File: src/bcc_pkg.sv
// Constants, types and helpers shared by the bit-oriented code controller
package bcc_pkg;

   // ------------------------------------------------------------
   // Register offsets
   // ------------------------------------------------------------
   localparam logic [7:0] OFF_STATUS = 8'h18;
   localparam logic [7:0] OFF_MASK = 8'h19;
   localparam logic [7:0] OFF_CTRL = 8'h1F;
   localparam logic [7:0] OFF_RX_LINK = 8'h50;
   localparam logic [7:0] OFF_TX_LINK = 8'h51;
   localparam logic [7:0] OFF_MATCH_A = 8'h52;
   localparam logic [7:0] OFF_MATCH_B = 8'h53;

   // ------------------------------------------------------------
   // Reset values
   // ------------------------------------------------------------
   localparam logic [7:0] RST_REG = 8'h00;
   localparam logic [5:0] CODE_PRESET = 6'h3F;

   // ------------------------------------------------------------
   // Control register fields
   // ------------------------------------------------------------
   localparam int CTRL_SEND = 0;
   localparam int CTRL_FLT_LO = 1;
   localparam int CTRL_FLT_HI = 2;
   localparam int CTRL_RST = 3;
   localparam int CTRL_RXEN = 4;
   localparam logic [7:0] CTRL_WMASK = 8'h1F;

   // ------------------------------------------------------------
   // Event status bit positions
   // ------------------------------------------------------------
   localparam int EV_CODE = 0;
   localparam int EV_MATCH = 1;
   localparam int EV_TXEMPTY = 2;
   localparam int EV_RXFULL = 3;
   localparam int EV_ABORT = 4;
   localparam int EV_CLEAR = 5;
   localparam int EV_CLKLOSS = 6;
   localparam int EV_ALARM = 7;

   // ------------------------------------------------------------
   // Counts
   // ------------------------------------------------------------
   localparam logic [3:0] ABORT_ONES = 4'd8;
   localparam logic [4:0] CLEAR_BITS = 5'd30;
   localparam logic [3:0] CLK_LOSS_TICKS = 4'd15;
   localparam logic [3:0] BYTE_BITS = 4'd8;
   localparam logic [4:0] FRAME_BITS = 5'd16;
   localparam logic [2:0] REP_MAX = 3'd7;
   localparam int FIFO_DEPTH = 8;
   localparam int FIFO_WIDTH = 8;

   // ------------------------------------------------------------
   // Types
   // ------------------------------------------------------------
   typedef enum logic [2:0] {
      TX_IDLE = 3'b001,
      TX_DATA = 3'b010,
      TX_CODE = 3'b100
   } bcc_tx_e;

   typedef struct packed {
      logic rd;
      logic wr;
      logic [7:0] addr;
      logic [7:0] wdata;
   } bcc_bus_s;

   // Repeats needed for a valid code from the filter field
   function automatic logic [2:0] filt_need(input logic [1:0] sel);
      case (sel)
         2'b00: filt_need = 3'd1;
         2'b01: filt_need = 3'd3;
         2'b10: filt_need = 3'd5;
         default: filt_need = 3'd7;
      endcase
   endfunction

   // Code frame, sent bit 0 first: eight ones, 0, code LSB first, 0
   function automatic logic [15:0] code_frame(input logic [5:0] code);
      code_frame = {1'b0, code, 1'b0, 8'hFF};
   endfunction

endpackage

File: src/bcc_ctrl.sv
// Bit-oriented code controller for the facility data link
module bcc_ctrl (
   // Clock and reset
   input wire logic sys_clk,
   input wire logic rst_n,
   // Register port
   input wire bcc_pkg::bcc_bus_s reg_bus,
   output logic [7:0] reg_rdata,
   // Line mode and status inputs
   input wire logic t1_mode,
   input wire logic alarm_ci_detect,
   input wire logic tx_clock_pin,
   input wire logic mclk_scaled_tick,
   // Link transmit slot
   input wire logic fdl_tx_req,
   output logic fdl_tx_bit,
   // Link receive bits
   input wire logic fdl_rx_valid,
   input wire logic fdl_rx_bit,
   output logic fdl_rx_ready,
   // Interrupt
   output logic irq
);

   // ------------------------------------------------------------
   // Host registers
   // ------------------------------------------------------------
   logic [7:0] ctrl_r, ctrl_nxt, mask_r, mask_nxt;
   logic [7:0] match_a_r, match_a_nxt, match_b_r, match_b_nxt;
   logic [7:0] txbuf_r, txbuf_nxt, rdata_r, rdata_nxt;
   logic txbuf_full_r, txbuf_full_nxt;
   logic [7:0] status_r, status_nxt, ev_set;
   logic wr_txbuf, rd_status, rd_rxlink, txbuf_take;
   logic [5:0] code_r, code_nxt;
   logic [7:0] rl_val;
   logic [7:0] fifo_data;
   logic fifo_valid, fifo_full, fifo_pop, fifo_in_ready;

   // Address decode
   assign wr_txbuf = reg_bus.wr && reg_bus.addr == bcc_pkg::OFF_TX_LINK;
   assign rd_status = reg_bus.rd && reg_bus.addr == bcc_pkg::OFF_STATUS;
   assign rd_rxlink = reg_bus.rd && reg_bus.addr == bcc_pkg::OFF_RX_LINK;

   // Receive link register view: code or buffered byte
   always_comb begin
      if (ctrl_r[bcc_pkg::CTRL_RXEN]) begin
         rl_val = {2'b00, code_r};
      end else begin
         rl_val = fifo_valid ? fifo_data : bcc_pkg::RST_REG;
      end
   end
   assign fifo_pop = rd_rxlink && !ctrl_r[bcc_pkg::CTRL_RXEN];

   // Register writes, read data and sticky events
   always_comb begin
      ctrl_nxt = ctrl_r;
      mask_nxt = mask_r;
      match_a_nxt = match_a_r;
      match_b_nxt = match_b_r;
      txbuf_nxt = txbuf_r;
      rdata_nxt = rdata_r;
      if (reg_bus.wr) begin
         case (reg_bus.addr)
            bcc_pkg::OFF_CTRL: ctrl_nxt = reg_bus.wdata & bcc_pkg::CTRL_WMASK;
            bcc_pkg::OFF_MASK: mask_nxt = reg_bus.wdata;
            bcc_pkg::OFF_MATCH_A: match_a_nxt = reg_bus.wdata;
            bcc_pkg::OFF_MATCH_B: match_b_nxt = reg_bus.wdata;
            bcc_pkg::OFF_TX_LINK: txbuf_nxt = reg_bus.wdata;
            default: ;
         endcase
      end
      if (reg_bus.rd) begin
         case (reg_bus.addr)
            bcc_pkg::OFF_STATUS: rdata_nxt = status_r;
            bcc_pkg::OFF_MASK: rdata_nxt = mask_r;
            bcc_pkg::OFF_CTRL: rdata_nxt = ctrl_r;
            bcc_pkg::OFF_RX_LINK: rdata_nxt = rl_val;
            bcc_pkg::OFF_MATCH_A: rdata_nxt = match_a_r;
            bcc_pkg::OFF_MATCH_B: rdata_nxt = match_b_r;
            default: rdata_nxt = bcc_pkg::RST_REG;
         endcase
      end
      // A new write refills even while the shifter takes the old byte
      txbuf_full_nxt = wr_txbuf ? 1'b1 : (txbuf_take ? 1'b0 : txbuf_full_r);
      // Clear on read, a same-cycle event still lands
      status_nxt = (rd_status ? bcc_pkg::RST_REG : status_r) | ev_set;
   end

   always_ff @(posedge sys_clk) begin
      if (!rst_n) begin
         ctrl_r <= bcc_pkg::RST_REG;
         mask_r <= bcc_pkg::RST_REG;
         match_a_r <= bcc_pkg::RST_REG;
         match_b_r <= bcc_pkg::RST_REG;
         txbuf_r <= bcc_pkg::RST_REG;
         txbuf_full_r <= 1'b0;
         rdata_r <= bcc_pkg::RST_REG;
         status_r <= bcc_pkg::RST_REG;
      end else begin
         ctrl_r <= ctrl_nxt;
         mask_r <= mask_nxt;
         match_a_r <= match_a_nxt;
         match_b_r <= match_b_nxt;
         txbuf_r <= txbuf_nxt;
         txbuf_full_r <= txbuf_full_nxt;
         rdata_r <= rdata_nxt;
         status_r <= status_nxt;
      end
   end

   assign reg_rdata = rdata_r;
   assign irq = |(status_r & mask_r);

   // ------------------------------------------------------------
   // Transmit side
   // ------------------------------------------------------------
   bcc_pkg::bcc_tx_e tx_st_r, tx_st_nxt;
   logic [15:0] tx_sh_r, tx_sh_nxt;
   logic [3:0] tx_cnt_r, tx_cnt_nxt;
   logic tx_bit_r, tx_bit_nxt, code_on;
   logic [15:0] frame;

   assign code_on = t1_mode && ctrl_r[bcc_pkg::CTRL_SEND];
   assign frame = bcc_pkg::code_frame(txbuf_r[5:0]);

   // Slot by slot bit selection
   always_comb begin
      tx_st_nxt = tx_st_r;
      tx_sh_nxt = tx_sh_r;
      tx_cnt_nxt = tx_cnt_r;
      tx_bit_nxt = tx_bit_r;
      txbuf_take = 1'b0;
      if (fdl_tx_req) begin
         if (code_on && (tx_st_r != bcc_pkg::TX_CODE || tx_cnt_r == 4'd0)) begin
            // Fresh frame, also abandons a byte in flight
            tx_st_nxt = bcc_pkg::TX_CODE;
            tx_bit_nxt = frame[0];
            tx_sh_nxt = {1'b0, frame[15:1]};
            tx_cnt_nxt = 4'd1;
         end else if (code_on) begin
            tx_bit_nxt = tx_sh_r[0];
            tx_sh_nxt = {1'b0, tx_sh_r[15:1]};
            tx_cnt_nxt = tx_cnt_r + 4'd1;
         end else if (tx_st_r == bcc_pkg::TX_DATA && tx_cnt_r != bcc_pkg::BYTE_BITS) begin
            tx_bit_nxt = tx_sh_r[0];
            tx_sh_nxt = {1'b0, tx_sh_r[15:1]};
            tx_cnt_nxt = tx_cnt_r + 4'd1;
         end else if (txbuf_full_r) begin
            tx_st_nxt = bcc_pkg::TX_DATA;
            tx_bit_nxt = txbuf_r[0];
            tx_sh_nxt = {9'h000, txbuf_r[7:1]};
            tx_cnt_nxt = 4'd1;
            txbuf_take = 1'b1;
         end else begin
            // Idle fill of ones
            tx_st_nxt = bcc_pkg::TX_IDLE;
            tx_bit_nxt = 1'b1;
            tx_cnt_nxt = 4'd0;
         end
      end
   end

   always_ff @(posedge sys_clk) begin
      if (!rst_n) begin
         tx_st_r <= bcc_pkg::TX_IDLE;
         tx_sh_r <= 16'h0000;
         tx_cnt_r <= 4'h0;
         tx_bit_r <= 1'b1;
      end else begin
         tx_st_r <= tx_st_nxt;
         tx_sh_r <= tx_sh_nxt;
         tx_cnt_r <= tx_cnt_nxt;
         tx_bit_r <= tx_bit_nxt;
      end
   end

   assign fdl_tx_bit = tx_bit_r;

   // ------------------------------------------------------------
   // Receive side: code detector, abort and clear watch, byte path
   // ------------------------------------------------------------
   logic [15:0] win_r, win_nxt;
   logic [5:0] cand_r, cand_nxt;
   logic [2:0] rep_r, rep_nxt;
   logic [4:0] since_r, since_nxt, clr_cnt_r, clr_cnt_nxt;
   logic [3:0] ones_r, ones_nxt, asm_cnt_r, asm_cnt_nxt;
   logic [7:0] asm_r, asm_nxt, rl_prev_r;
   logic rst_prev_r, rxen_prev_r, full_prev_r;
   logic det_reset, rx_take, asm_hold, ev_code, ev_abort, ev_clear;
   logic frame_ok;

   assign det_reset = (ctrl_r[bcc_pkg::CTRL_RST] && !rst_prev_r)
      || (ctrl_r[bcc_pkg::CTRL_RXEN] && !rxen_prev_r);
   assign rx_take = fdl_rx_valid && fdl_rx_ready && t1_mode;
   assign asm_hold = (asm_cnt_r == bcc_pkg::BYTE_BITS);
   assign fdl_rx_ready = !asm_hold;

   // Detector and byte assembly next state
   always_comb begin
      win_nxt = win_r;
      code_nxt = code_r;
      cand_nxt = cand_r;
      rep_nxt = rep_r;
      since_nxt = since_r;
      clr_cnt_nxt = clr_cnt_r;
      ones_nxt = ones_r;
      asm_nxt = asm_r;
      asm_cnt_nxt = asm_cnt_r;
      ev_code = 1'b0;
      ev_abort = 1'b0;
      ev_clear = 1'b0;
      frame_ok = 1'b0;
      if (det_reset) begin
         win_nxt = 16'h0000;
         code_nxt = bcc_pkg::CODE_PRESET;
         cand_nxt = bcc_pkg::CODE_PRESET;
         rep_nxt = 3'd0;
         since_nxt = 5'd0;
         clr_cnt_nxt = 5'd0;
         ones_nxt = 4'd0;
      end else if (rx_take) begin
         // Abort: eight ones in a row
         ones_nxt = fdl_rx_bit ? ones_r + 4'd1 : 4'd0;
         if (ones_r == bcc_pkg::ABORT_ONES) begin
            ones_nxt = fdl_rx_bit ? bcc_pkg::ABORT_ONES : 4'd0;
         end
         ev_abort = fdl_rx_bit && ones_r == bcc_pkg::ABORT_ONES - 4'd1;
         // Clear: thirty bits with no abort
         if (ev_abort) begin
            clr_cnt_nxt = 5'd0;
         end else if (clr_cnt_r != bcc_pkg::CLEAR_BITS) begin
            clr_cnt_nxt = clr_cnt_r + 5'd1;
            ev_clear = (clr_cnt_r == bcc_pkg::CLEAR_BITS - 5'd1);
         end
         if (ctrl_r[bcc_pkg::CTRL_RXEN]) begin
            win_nxt = {fdl_rx_bit, win_r[15:1]};
            frame_ok = win_nxt[7:0] == 8'hFF && !win_nxt[8] && !win_nxt[15];
            since_nxt = (since_r == bcc_pkg::FRAME_BITS) ? since_r : since_r + 5'd1;
            if (frame_ok) begin
               since_nxt = 5'd0;
               // A gap breaks the run of identical codes
               if (win_nxt[14:9] == cand_r && since_r == bcc_pkg::FRAME_BITS - 5'd1) begin
                  rep_nxt = (rep_r == bcc_pkg::REP_MAX) ? rep_r : rep_r + 3'd1;
               end else begin
                  cand_nxt = win_nxt[14:9];
                  rep_nxt = 3'd1;
               end
               if (rep_nxt == bcc_pkg::filt_need(ctrl_r[2:1]) && cand_nxt != code_r) begin
                  code_nxt = cand_nxt;
                  ev_code = 1'b1;
               end
            end
         end else begin
            // Plain bytes, first bit lands in bit 0
            asm_nxt = {fdl_rx_bit, asm_r[7:1]};
            asm_cnt_nxt = asm_cnt_r + 4'd1;
         end
      end
      // Completed byte waits here until the buffer takes it
      if (asm_hold && fifo_in_ready) begin
         asm_cnt_nxt = 4'd0;
      end
   end

   always_ff @(posedge sys_clk) begin
      if (!rst_n) begin
         win_r <= 16'h0000;
         code_r <= 6'h00;
         cand_r <= 6'h00;
         rep_r <= 3'h0;
         since_r <= 5'h00;
         clr_cnt_r <= 5'h00;
         ones_r <= 4'h0;
         asm_r <= 8'h00;
         asm_cnt_r <= 4'h0;
         rst_prev_r <= 1'b0;
         rxen_prev_r <= 1'b0;
         full_prev_r <= 1'b0;
         rl_prev_r <= 8'h00;
      end else begin
         win_r <= win_nxt;
         code_r <= code_nxt;
         cand_r <= cand_nxt;
         rep_r <= rep_nxt;
         since_r <= since_nxt;
         clr_cnt_r <= clr_cnt_nxt;
         ones_r <= ones_nxt;
         asm_r <= asm_nxt;
         asm_cnt_r <= asm_cnt_nxt;
         rst_prev_r <= ctrl_r[bcc_pkg::CTRL_RST];
         rxen_prev_r <= ctrl_r[bcc_pkg::CTRL_RXEN];
         full_prev_r <= fifo_full;
         rl_prev_r <= rl_val;
      end
   end

   // Receive byte buffer between link and host
   bcc_fifo #(
      .W(bcc_pkg::FIFO_WIDTH),
      .D(bcc_pkg::FIFO_DEPTH)
   ) u_rx_fifo (
      .sys_clk(sys_clk),
      .rst_n(rst_n),
      .in_valid(asm_hold),
      .in_ready(fifo_in_ready),
      .in_data(asm_r),
      .out_valid(fifo_valid),
      .out_ready(fifo_pop),
      .out_data(fifo_data),
      .full(fifo_full)
   );

   // ------------------------------------------------------------
   // Transmit clock watch
   // ------------------------------------------------------------
   logic tx_clock_pin_prev_r;
   logic [3:0] loss_cnt_r, loss_cnt_nxt;
   logic ev_loss;

   // Count scaled ticks with no edge on the transmit clock pin
   always_comb begin
      loss_cnt_nxt = loss_cnt_r;
      ev_loss = 1'b0;
      if (tx_clock_pin != tx_clock_pin_prev_r) begin
         loss_cnt_nxt = 4'd0;
      end else if (mclk_scaled_tick && loss_cnt_r != bcc_pkg::CLK_LOSS_TICKS) begin
         loss_cnt_nxt = loss_cnt_r + 4'd1;
         ev_loss = (loss_cnt_r == bcc_pkg::CLK_LOSS_TICKS - 4'd1);
      end
   end

   always_ff @(posedge sys_clk) begin
      if (!rst_n) begin
         tx_clock_pin_prev_r <= 1'b0;
         loss_cnt_r <= 4'h0;
      end else begin
         tx_clock_pin_prev_r <= tx_clock_pin;
         loss_cnt_r <= loss_cnt_nxt;
      end
   end

   // ------------------------------------------------------------
   // Event collection
   // ------------------------------------------------------------
   always_comb begin
      ev_set = bcc_pkg::RST_REG;
      ev_set[bcc_pkg::EV_CODE] = ev_code;
      ev_set[bcc_pkg::EV_MATCH] = (rl_val != rl_prev_r)
         && (rl_val == match_a_r || rl_val == match_b_r);
      ev_set[bcc_pkg::EV_TXEMPTY] = txbuf_take && !wr_txbuf;
      ev_set[bcc_pkg::EV_RXFULL] = fifo_full && !full_prev_r;
      ev_set[bcc_pkg::EV_ABORT] = ev_abort;
      ev_set[bcc_pkg::EV_CLEAR] = ev_clear;
      ev_set[bcc_pkg::EV_CLKLOSS] = ev_loss;
      ev_set[bcc_pkg::EV_ALARM] = alarm_ci_detect && t1_mode;
   end

endmodule

File: src/bcc_fifo.sv
// Synchronous FIFO with valid/ready on both sides
module bcc_fifo #(
   parameter int W = 8,
   parameter int D = 8
) (
   // Clock and reset
   input wire logic sys_clk,
   input wire logic rst_n,
   // Fill side
   input wire logic in_valid,
   output logic in_ready,
   input wire logic [W-1:0] in_data,
   // Drain side
   output logic out_valid,
   input wire logic out_ready,
   output logic [W-1:0] out_data,
   // Level
   output logic full
);
   localparam int AW = $clog2(D);

   logic [W-1:0] mem [D];
   logic [AW-1:0] wr_ptr_r, wr_ptr_nxt, rd_ptr_r, rd_ptr_nxt;
   logic [AW:0] cnt_r, cnt_nxt;
   logic push, pop;

   // Handshake and level flags
   assign full = (cnt_r == (AW + 1)'(D));
   assign in_ready = ~full;
   assign out_valid = (cnt_r != '0);
   assign out_data = mem[rd_ptr_r];
   assign push = in_valid & in_ready;
   assign pop = out_valid & out_ready;

   // Pointer and count update
   always_comb begin
      wr_ptr_nxt = push ? wr_ptr_r + 1'b1 : wr_ptr_r;
      rd_ptr_nxt = pop ? rd_ptr_r + 1'b1 : rd_ptr_r;
      cnt_nxt = cnt_r;
      if (push && !pop) begin
         cnt_nxt = cnt_r + 1'b1;
      end else if (pop && !push) begin
         cnt_nxt = cnt_r - 1'b1;
      end
   end

   // State registers and storage
   always_ff @(posedge sys_clk) begin
      if (!rst_n) begin
         wr_ptr_r <= '0;
         rd_ptr_r <= '0;
         cnt_r <= '0;
      end else begin
         wr_ptr_r <= wr_ptr_nxt;
         rd_ptr_r <= rd_ptr_nxt;
         cnt_r <= cnt_nxt;
      end
      if (push) begin
         mem[wr_ptr_r] <= in_data;
      end
   end

endmodule

File: config.mk
export PLATFORM = sky130hd
export DESIGN_NAME = bcc_ctrl
export DESIGN_NICKNAME = d
export VERILOG_FILES = /design/src/bcc_pkg.sv /design/src/bcc_ctrl.sv /design/src/bcc_fifo.sv
export SDC_FILE = /design/constraint.sdc
export NUM_CORES = 1
export LEC_CHECK = 0
export ABC_AREA = 1
export BUFFER_PORTS_ARGS = -buffer_cell sky130_fd_sc_hd__buf_2
export CAP_MARGIN = 20
export CORE_MARGIN = 8
export CORE_UTILIZATION = 65
export DETAILED_ROUTE_END_ITERATION = 10
export GPL_TIMING_DRIVEN = 0
export PLACE_DENSITY = 0.94
export SYNTH_ARGS = -nofsm -noshare
export SYNTH_HDL_FRONTEND = slang
export SYNTH_HIERARCHICAL = 1
export SYNTH_SLANG_ARGS = --single-unit
File: constraint.sdc
create_clock -name sys_clk -period 4 [get_ports sys_clk]
set_input_delay 0.2 -clock sys_clk [delete_from_list [all_inputs] [get_ports sys_clk]]
set_output_delay 0.2 -clock sys_clk [all_outputs]
set_load 0.03 [all_outputs]
==> results of run 1 <==
-- routing by layer --
layer  up-vias  part of all wire (%)  track usage (%)
met4         0                   4.0             12.2
met1      4364                    38             32.3
met3       119                   9.4             4.61
met5         -                     0                0
met2       593                    49             45.6
li1       4405                     -                -
-- layout make-up --
class	count	area, µm²
Tap cell	216	270
Multi-Input combinational cell	867	4490
Clock buffer	31	646
Clock inverter	10	125
Fill cell	1053	4110
Buffer	44	263
Sequential cell	225	5140
Timing Repair Buffer	36	195
Inverter	155	588
-- kinds of logic (layout without fill, tap and decap cells) --
family,count (synthesis),after routing,synth area share (%)
and+or+nand+nor,525,525,22.6
AOI/OAI and AO/OA,288,288,14.9
adders and majority gates,21,21,2.58
xor gates and xnor gates,33,33,2.76
DFF,225,225,49.1
buffers and inverters,199,276,8.12
-- worst paths after layout --
check | start | endpoint | cells past startpoint
max | reg_bus[13] | u_rx_fifo/cnt_r[3] | 17
min | reg_bus[0] | txbuf_r[0] | 3
max reg2reg | ctrl_r[4] | u_rx_fifo/cnt_r[3] | 11
min reg2reg | full_prev_r | status_r[3] | 1
-- stage by stage --
stage               area (µm²)  total power [µW]
global route             11700              4860
floorplan                10500              2520
CTS                      11700              4730
finish                   11700              4730
global placement         10900              2580
detailed placement       10900              2590
-- report_power, final --
part | internal, µW | total (µW) | switching, µW
registers | 2360 | 2390 | 26.0
clock network | 1320 | 2170 | 854
logic | 47.9 | 165 | 117
total | 3730 | 4730 | 997
-- placed cells by master (no fill, tap or decap), drive strengths merged, types with 2 or more instances in the layout --
| master | count |
|---|---|
| nor3 | 19 |
| a31oi | 3 |
| clkbuf | 48 |
| nor2 | 178 |
| clkinv | 8 |
| bufinv | 3 |
| o211ai | 5 |
| nand4 | 25 |
| a211oi | 4 |
| a221oi | 3 |
| inv | 152 |
| o22ai | 8 |
| dlygate4sd3 | 3 |
| buf | 60 |
| edfxtp | 64 |
| xnor2 | 5 |
| nand2 | 237 |
| ha | 20 |
| o221ai | 2 |
| xor2 | 28 |
| o21bai | 2 |
| nand3 | 57 |
| nor3b | 3 |
| o21ai | 142 |
| a41oi | 6 |
| or2 | 6 |
| clkinvlp | 2 |
| a21oi | 109 |
| dfxtp | 161 |
-- tightest hold or removal path: stages --
cell	delay, ns
buf_2	0.14
nor2_1	0.06
nor2_1	0.08
-- repair_timing --
| action | CTS | global route |
|---|---|---|
| hold endpoints to repair | 5 | 0 |
| hold buffers | 3 | 0 |
| resized for setup | 0 | 0 |
| setup buffers | 0 | 0 |
==> run_results.csv, run 1 <==
group,metric,value,unit
placed_design,place_inst,1540,
placed_design,pre_cts_slack,0.810,ns
grt,grt_pass1_vias,8958,
route,wirelength,27600,µm
timing,max_freq,358,MHz
layout,largest_register_ffs,64,
job,maxCapViolations,0,
setup_path,critPathBufInv,5,
die,initial_core_util,66.2,%
die,die_x,143,µm
yosys,synth_area_leaders,"dfxtp_1 31%, edfxtp_1 18%, nand2_1 8.1%",
power_and_ir_drop,total_leakage_power,0.00479,µW
timing,relSlewSlack,45.4,%
route,routedWlPerCell,17.4,µm
yosys,synth-seq-area-share,49.1,%
setup_path,path_max_fanout,6,
clocking,clockRootBuffer,"clkbuf_16",
die,die_h,143,µm
yosys,async_reset_ff_share,0,%
yosys,syn_inst,1291,
setup_path,cpPeakStageDelay,0.55,ns
yosys,ys_ff_latch,225,
route,first_pass_iters,9,
timing,setup_slack,1.21,ns
layout,nets,1400,
route,vias,9481,
timing,fin_crit,2.79,ns
layout,final_util,74.0,%
timing,rsz0062_at_grt,"false",
yosys,ys.flop_type,"dfxtp_1",
yosys,synth_area_per_cell,8.12,µm²
timing,report.final.slew_viol_count,0,
setup_path,worstPathArrival,3.19,ns
route,routed_via_density,5.99,
yosys,yosysMostFrequentCell,"nand2_1",
die,coreArea,15800,µm²
timing,fin_setup_tns,0,ns
layout,stdcell_count,1584,
yosys,syn_nets,1339,
grt,antenna_found_initial,0,
clocking,cts_tree,"done",
timing,hold_viol_final,0,
setup_path,path_class,"primary input to register",
clocking,htree_num_levels,1,
route,postRouteAntennaNets,0,
setup_path,crit_required,4.40,ns
clocking,numCtsBuffers,23,
run_status,status,"finished clean",
yosys,yosysTopAreaCellShare,30.8,%
timing,fin_hold_ws,0.0153,ns
clocking,insertion_delay,0.50,ns
yosys,synth-edff-count,64,
placed_design,place_congestion,0.955,
layout,diodes,0,
grt,grt_usage,26.7,%
power_and_ir_drop,ir_worst_vdd,294,µV
grt,grt_max_degree,15,
setup_path,cp-end-kind,"register",
die,pin_count,38,
layout,largestRegisters,"u_rx_fifo/mem: 64 flops, win_r: 15 flops, tx_sh_r: 14 flops",
placed_design,portBuffers,33,
layout,layout-drive-gt1-share,11.7,%
die,dieArea,20400,µm²
placed_design,dpl.hpwl,18800,µm
setup_path,crit_family,"simple AND/OR/NAND/NOR gates",
layout,syn2layout_area_growth,11.8,%
clocking,clock_path_buffers,3,
power_and_ir_drop,power.density,403,nW/µm²
timing,worstMarginPinSlew,0.816,ns
yosys,yosysWarningCount,6,
die,rows,46,
grt,grt_pass1_wl,44100,µm
setup_path,critical-path-slowest-cell,"nor3_1",
timing,final.period_utilization,69.8,%
layout,largest-register,"u_rx_fifo/mem",
yosys,synth.distinct_cells,53,
worst_hold_path,hold_path_class,"primary input to register",
grt,overflow,0,
setup_path,reg2reg_setup_slack,1.42,ns
clocking,clkTransAtPathRegs,0.06,ns
route,drt_iter0_markers,1109,
timing,finalSetupViolations,0,
setup_path,cp_common_cell,"inv_1",
yosys,synth_top_area_cell,"dfxtp_1",
yosys,syn_area,10500,µm²
clocking,cts_sinks,225,
route,drc,0,
yosys,synthTopCellsByCount,"225 x nand2_1, 168 x nor2_1, 161 x dfxtp_1",
setup_path,worstPathCellList,"buf_2 -> inv_1 -> nand2_1 -> nor2_1 -> nand2_2 -> nor2_2 -> inv_1 -> nor3_1 -> nand2_2 -> ha_1 -> inv_1 -> ha_1 -> or2_2 -> nand3_1 -> nand3_1 -> nand2_1 -> inv_1",
timing,finClkSkew,0.00983,ns
setup_path,start_kind,"primary input",
Note: power is estimated with default switching activity, not from simulation.
==> run 2, diff against run 1 <==
- CORE_UTILIZATION: 65 -> 62
- PLACE_DENSITY: 0.94 -> 0.91
- clock period: 4 -> 2.9 ns (I/O delays scaled with it)
==> run_results.csv, run 2 (synthesis gave the netlist of run 1 again) <==
group,metric,value,unit
grt,overflow,0,
setup_path,worstPathCellList,"buf_2 -> inv_1 -> nand2_1 -> nor2_1 -> nand2_2 -> nor2_2 -> inv_1 -> nor3_1 -> nand2_2 -> ha_1 -> inv_1 -> ha_1 -> or2_2 -> nand3_1 -> nand3_1 -> nand2_1 -> inv_1",
die,initial_core_util,63.2,%
power_and_ir_drop,internal_power,5090,µW
clocking,insertion_delay,0.50,ns
power_and_ir_drop,power.density,551,nW/µm²
grt,grt_usage,24.6,%
power_and_ir_drop,total_leakage_power,0.00481,µW
layout,syn2layout_area_growth,12.4,%
setup_path,cp-end-kind,"register",
setup_path,path_class,"primary input to register",
placed_design,dpl.hpwl,18700,µm
layout,final_common_cell,"nand2_1",
power_and_ir_drop,switching_share,21.5,%
setup_path,worstPathArrival,2.96,ns
die,dieArea,21300,µm²
timing,finClkSkew,0.0105,ns
clocking,clockRootBuffer,"clkbuf_16",
die,rows,47,
timing,worstMarginPinSlew,0.875,ns
route,wirelength,26700,µm
die,coreArea,16600,µm²
setup_path,worstRegToRegCells,11,
setup_path,crit_required,3.29,ns
placed_design,portBuffers,33,
timing,max_freq,389,MHz
worst_hold_path,hold_path_class,"primary input to register",
die,pin_count,38,
placed_design,pre_cts_slack,-0.161,ns
setup_path,start_kind,"primary input",
setup_path,cp_common_cell,"inv_1",
timing,finalSetupViolations,0,
route,drc,0,
route,routed_via_density,5.81,
worst_hold_path,holdPathStages,3,
power_and_ir_drop,switchingPower,1400,µW
timing,rsz0062_at_grt,"false",
timing,final.period_utilization,88.6,%
die,die_x,146,µm
placed_design,dpl_cell_area,10900,µm²
grt,grt_max_degree,16,
worst_hold_path,worstHoldStart,"reg_bus[0]",
worst_hold_path,min_to,"txbuf_r[0]",
setup_path,r2r_start,"ctrl_r[4]",
layout,layout_common_cells,"225 x nand2_1, 168 x nor2_1, 161 x dfxtp_1",
route,drt_iter0_markers,924,
setup_path,critical-path-slowest-cell,"nor3_1",
timing,hold_viol_final,0,
power_and_ir_drop,pwr-share-seq,50.7,%
timing,setup_slack,0.331,ns
grt,grt_pass1_wl,44000,µm
clocking,cts_sinks,225,
layout,stdcell_count,1593,
placed_design,place_congestion,0.946,
job,maxCapViolations,0,
run_status,status,"finished clean",
layout,largestRegisters,"u_rx_fifo/mem: 64 flops, win_r: 15 flops, tx_sh_r: 14 flops",
route,routedWlPerCell,16.7,µm
power_and_ir_drop,p_comb_share,3.6,%
layout,stdcell_area,11800,µm²
clocking,numCtsBuffers,23,
layout,n_fill_cell,1163,
setup_path,path_max_fanout,6,
grt,grt_pass1_vias,9019,
layout,largest_register_ffs,64,
grt,antenna_found_initial,0,
timing,fin_setup_tns,0,ns
setup_path,cpPeakStageDelay,0.44,ns
clocking,clock_path_buffers,3,
setup_path,worst_r2r_endpoint,"u_rx_fifo/cnt_r[3]",
timing,fin_crit,2.57,ns
layout,nets,1409,
timing,report.final.slew_viol_count,0,
clocking,htree_num_levels,1,
placed_design,place_inst,1544,
die,die_h,146,µm
route,vias,9263,
setup_path,reg2reg_setup_slack,0.45,ns
power_and_ir_drop,power,6490,µW
route,first_pass_iters,5,
clocking,cts_resized,0,
power_and_ir_drop,clockPowerShare,45.7,%
timing,relSlewSlack,41.4,%
clocking,cts_tree,"done",
clocking,clkTransAtPathRegs,0.06,ns
power_and_ir_drop,ir_worst_vdd,432,µV
route,postRouteAntennaNets,0,
layout,diodes,0,
layout,largest-register,"u_rx_fifo/mem",
layout,layout-drive-gt1-share,11.6,%
[run 2: worst max path at each step]
| stage | from | endpoint | slack, ns | depth (start not counted) |
|---|---|---|---|---|
| 2_1_floorplan | reg_bus[13] | u_rx_fifo/cnt_r[3] | 0.58 | 16 |
| 3_3_place_gp | reg_bus[13] | u_rx_fifo/cnt_r[3] | -0.13 | 17 |
| 3_5_place_dp | reg_bus[13] | u_rx_fifo/cnt_r[3] | -0.16 | 17 |
| 4_1_cts | reg_bus[13] | u_rx_fifo/cnt_r[3] | 0.36 | 17 |
| 5_1_grt | reg_bus[13] | u_rx_fifo/cnt_r[3] | 0.19 | 17 |
| 6_report | reg_bus[13] | u_rx_fifo/cnt_r[3] | 0.33 | 17 |
[run 2: power by group through the flow]
stage | logic, µW | registers [µW] | clock network (µW)
after CTS | 230 | 3290 | 2970
after floorplan | 127 | 3350 | 0
after global routing | 258 | 3290 | 3120
after detailed placement | 215 | 3360 | 0
after global placement | 208 | 3360 | 0
final | 235 | 3290 | 2960
[run 2: layout make-up]
class	instances	area [µm²]	area share (%)
plain buffers	44	263	2.23
multi-input cells	867	4490	38.1
well taps	220	275	2.34
flip-flops and latches	225	5140	43.7
clock inverters	10	133	1.13
repair buffers	45	285	2.42
inverters	155	588	4.99
clock buffers	27	611	5.18
[run 2: layer usage]
metal	up-vias	part of all wire (%)	GRT usage, %
li1	4404	-	-
met4	0	4.2	11.5
met1	4281	40	30.7
met3	104	7.9	3.74
met5	-	0	0
met2	474	47	41.4
[run 2: what timing repair did]
action                                  in CTS  in global routing
endpoints found under the setup margin       0                  0
hold endpoints to repair                    17                  0
setup buffers                                0                  0
hold buffers                                12                  0
[run 2: critical path, delay by kind of cell]
kind | cells | cell delay [ns]
buf+inv | 5 | 0.45
fa+ha+maj | 2 | 0.51
simple gates | 10 | 1.84
[run 2: through the flow]
stage	util, %	hold slack (ns)
CTS	71.1	0.000976
global route	71.1	0.0263
floorplan	-	0.238
detailed placement	65.9	0.368
finish	71.1	0.0203
global placement	65.9	0.349
==> run 3, diff against run 2 <==
- CELL_PAD_IN_SITES_DETAIL_PLACEMENT: default -> 1
- CELL_PAD_IN_SITES_GLOBAL_PLACEMENT: default -> 1
- CORE_UTILIZATION: 62 -> 47
==> run_results.csv, run 3 (synthesis gave the netlist of run 1 again) <==
group,metric,value,unit
run_status,status,"finished clean",
setup_path,cpPeakStageDelay,0.32,ns
route,postRouteAntennaNets,0,
timing,report.final.slew_viol_count,0,
route,wl_met1,13700,µm
placed_design,place_congestion,0.902,
timing,max_freq,389,MHz
power_and_ir_drop,total_leakage_power,0.00483,µW
power_and_ir_drop,power,6530,µW
placed_design,dpl_cell_area,11000,µm²
layout,largestRegisters,"u_rx_fifo/mem: 64 flops, win_r: 15 flops, tx_sh_r: 14 flops",
power_and_ir_drop,power.density,550,nW/µm²
layout,layout_common_cells,"225 x nand2_1, 168 x nor2_1, 161 x dfxtp_1",
layout,multi_input_area,4490,µm²
layout,syn2layout_area_growth,13.3,%
clocking,clock_path_buffers,3,
die,pin_count,38,
setup_path,path_max_fanout,6,
worst_hold_path,worstHoldStart,"fdl_tx_req",
clocking,cts_tree,"done",
timing,setup_slack,0.330,ns
placed_design,portBuffers,33,
die,coreArea,21900,µm²
placed_design,place_inst,1604,
timing,hold_viol_final,0,
timing,final.period_utilization,88.6,%
clocking,clkTransAtPathRegs,0.06,ns
setup_path,path_class,"primary input to register",
die,die_x,165,µm
clocking,cts_sinks,225,
route,routed_via_density,5.87,
layout,stdcell_area,11900,µm²
placed_design,pre_cts_slack,-0.306,ns
layout,final_common_cell,"nand2_1",
setup_path,worstPathArrival,2.98,ns
timing,relSlewSlack,31.0,%
grt,grt_usage,25.4,%
die,rows,54,
layout,diodes,0,
layout,seq_area,5140,µm²
route,routedWlPerCell,21.0,µm
die,dieArea,27300,µm²
setup_path,cp_common_cell,"inv_1",
grt,grt_pass1_wl,55000,µm
setup_path,worst_r2r_endpoint,"status_r[1]",
power_and_ir_drop,ir_worst_vdd,272,µV
route,drc,0,
layout,layout-drive-gt1-share,11.6,%
job,maxCapViolations,0,
clocking,numCtsBuffers,25,
placed_design,dpl.hpwl,23600,µm
setup_path,reg2reg_setup_slack,0.45,ns
setup_path,critical-path-slowest-cell,"nor2_2",
grt,overflow,0,
setup_path,start_kind,"primary input",
layout,stdcell_count,1662,
route,dr_wl_met3,2350,µm
setup_path,worstRegToRegCells,16,
grt,grt_max_degree,14,
die,initial_core_util,47.9,%
route,routed-wl-met2,17500,µm
timing,rsz0062_at_grt,"false",
timing,worstMarginPinSlew,1.03,ns
clocking,htree_num_levels,1,
clocking,insertion_delay,0.52,ns
clocking,clockRootBuffer,"clkbuf_16",
timing,finClkSkew,0.0143,ns
layout,nets,1412,
setup_path,worstPathCellList,"buf_2 -> inv_1 -> nand2_1 -> nor2_1 -> nand2_2 -> nor2_2 -> inv_1 -> nor3_2 -> nand2_2 -> ha_1 -> inv_1 -> ha_1 -> or2_2 -> nand3_1 -> nand3_1 -> nand2_1 -> inv_1",
route,wirelength,34900,µm
layout,largest-register,"u_rx_fifo/mem",
route,vias,9748,
grt,antenna_found_initial,0,
route,top_layer_used,"met4",
route,first_pass_iters,6,
timing,finalSetupViolations,0,
worst_hold_path,min_to,"tx_st_r[2]",
setup_path,crit_path_start,"reg_bus[13]",
layout,largest_register_ffs,64,
route,drt_iter0_markers,835,
grt,grt_pass1_vias,10300,
worst_hold_path,hold_path_class,"primary input to register",
worst_hold_path,holdPathStages,3,
timing,fin_crit,2.57,ns
clocking,post_cts_buffers,0,
layout,n_fill_cell,2658,
setup_path,crit_required,3.31,ns
die,die_h,165,µm
setup_path,cp-end-kind,"register",
-- run 3: metal layers --
layer  vias to the layer above  track usage [%]
met1                      4797             30.3
met5                         -                0
met4                         0             10.7
met3                       124             3.35
met2                       402             45.2
li1                       4425                -
-- run 3: repair_timing --
item / 4_1_cts / 5_1_grt
hold endpoints to repair: 25 / 0
hold buffers: 13 / 0
resized for setup: 0 / 1
endpoints found under the setup margin: 0 / 1
-- run 3: power breakdown --
part,switching [µW],total [µW],internal (µW)
Combinational,180,255,75.4
Sequential,38.2,3290,3260
Clock,1280,2980,1700
Total,1500,6530,5030
-- run 3: layout make-up --
type / count / area share, %
Multi-Input combinational cell: 867 / 37.8
Sequential cell: 225 / 43.3
Clock inverter: 11 / 0.653
Timing Repair Buffer: 46 / 2.49
Inverter: 155 / 4.95
Clock buffer: 34 / 5.64
Tap cell: 280 / 2.95
Buffer: 44 / 2.21
-- run 3: worst max path at each step --
stage	slack [ns]	cells past startpoint	to
finish	0.33	17	u_rx_fifo/cnt_r[3]
global route	0.12	17	u_rx_fifo/cnt_r[3]
CTS	0.21	17	u_rx_fifo/cnt_r[3]
detailed placement	-0.31	17	u_rx_fifo/cnt_r[3]
global placement	-0.26	17	u_rx_fifo/cnt_r[3]
floorplan	0.58	16	u_rx_fifo/cnt_r[3]
-- run 3: metrics by stage --
step / setup TNS (ns) / hold slack, ns / utilization [%]
after floorplan: 0 / 0.238 / -
after global placement: -0.340 / 0.352 / 50.2
after detailed placement: -0.515 / 0.378 / 50.2
after CTS: 0 / 0.0352 / 54.2
after global routing: 0 / 0.0596 / 54.3
final: 0 / 0.0683 / 54.3
-- run 3: worst max-delay path, delay by kind of cell --
| family | cells | cell delay, ns |
|---|---|---|
| buffers and inverters | 5 | 0.56 |
| adder cells (fa/ha/maj) | 2 | 0.50 |
| AND/OR/NAND/NOR | 10 | 1.76 |
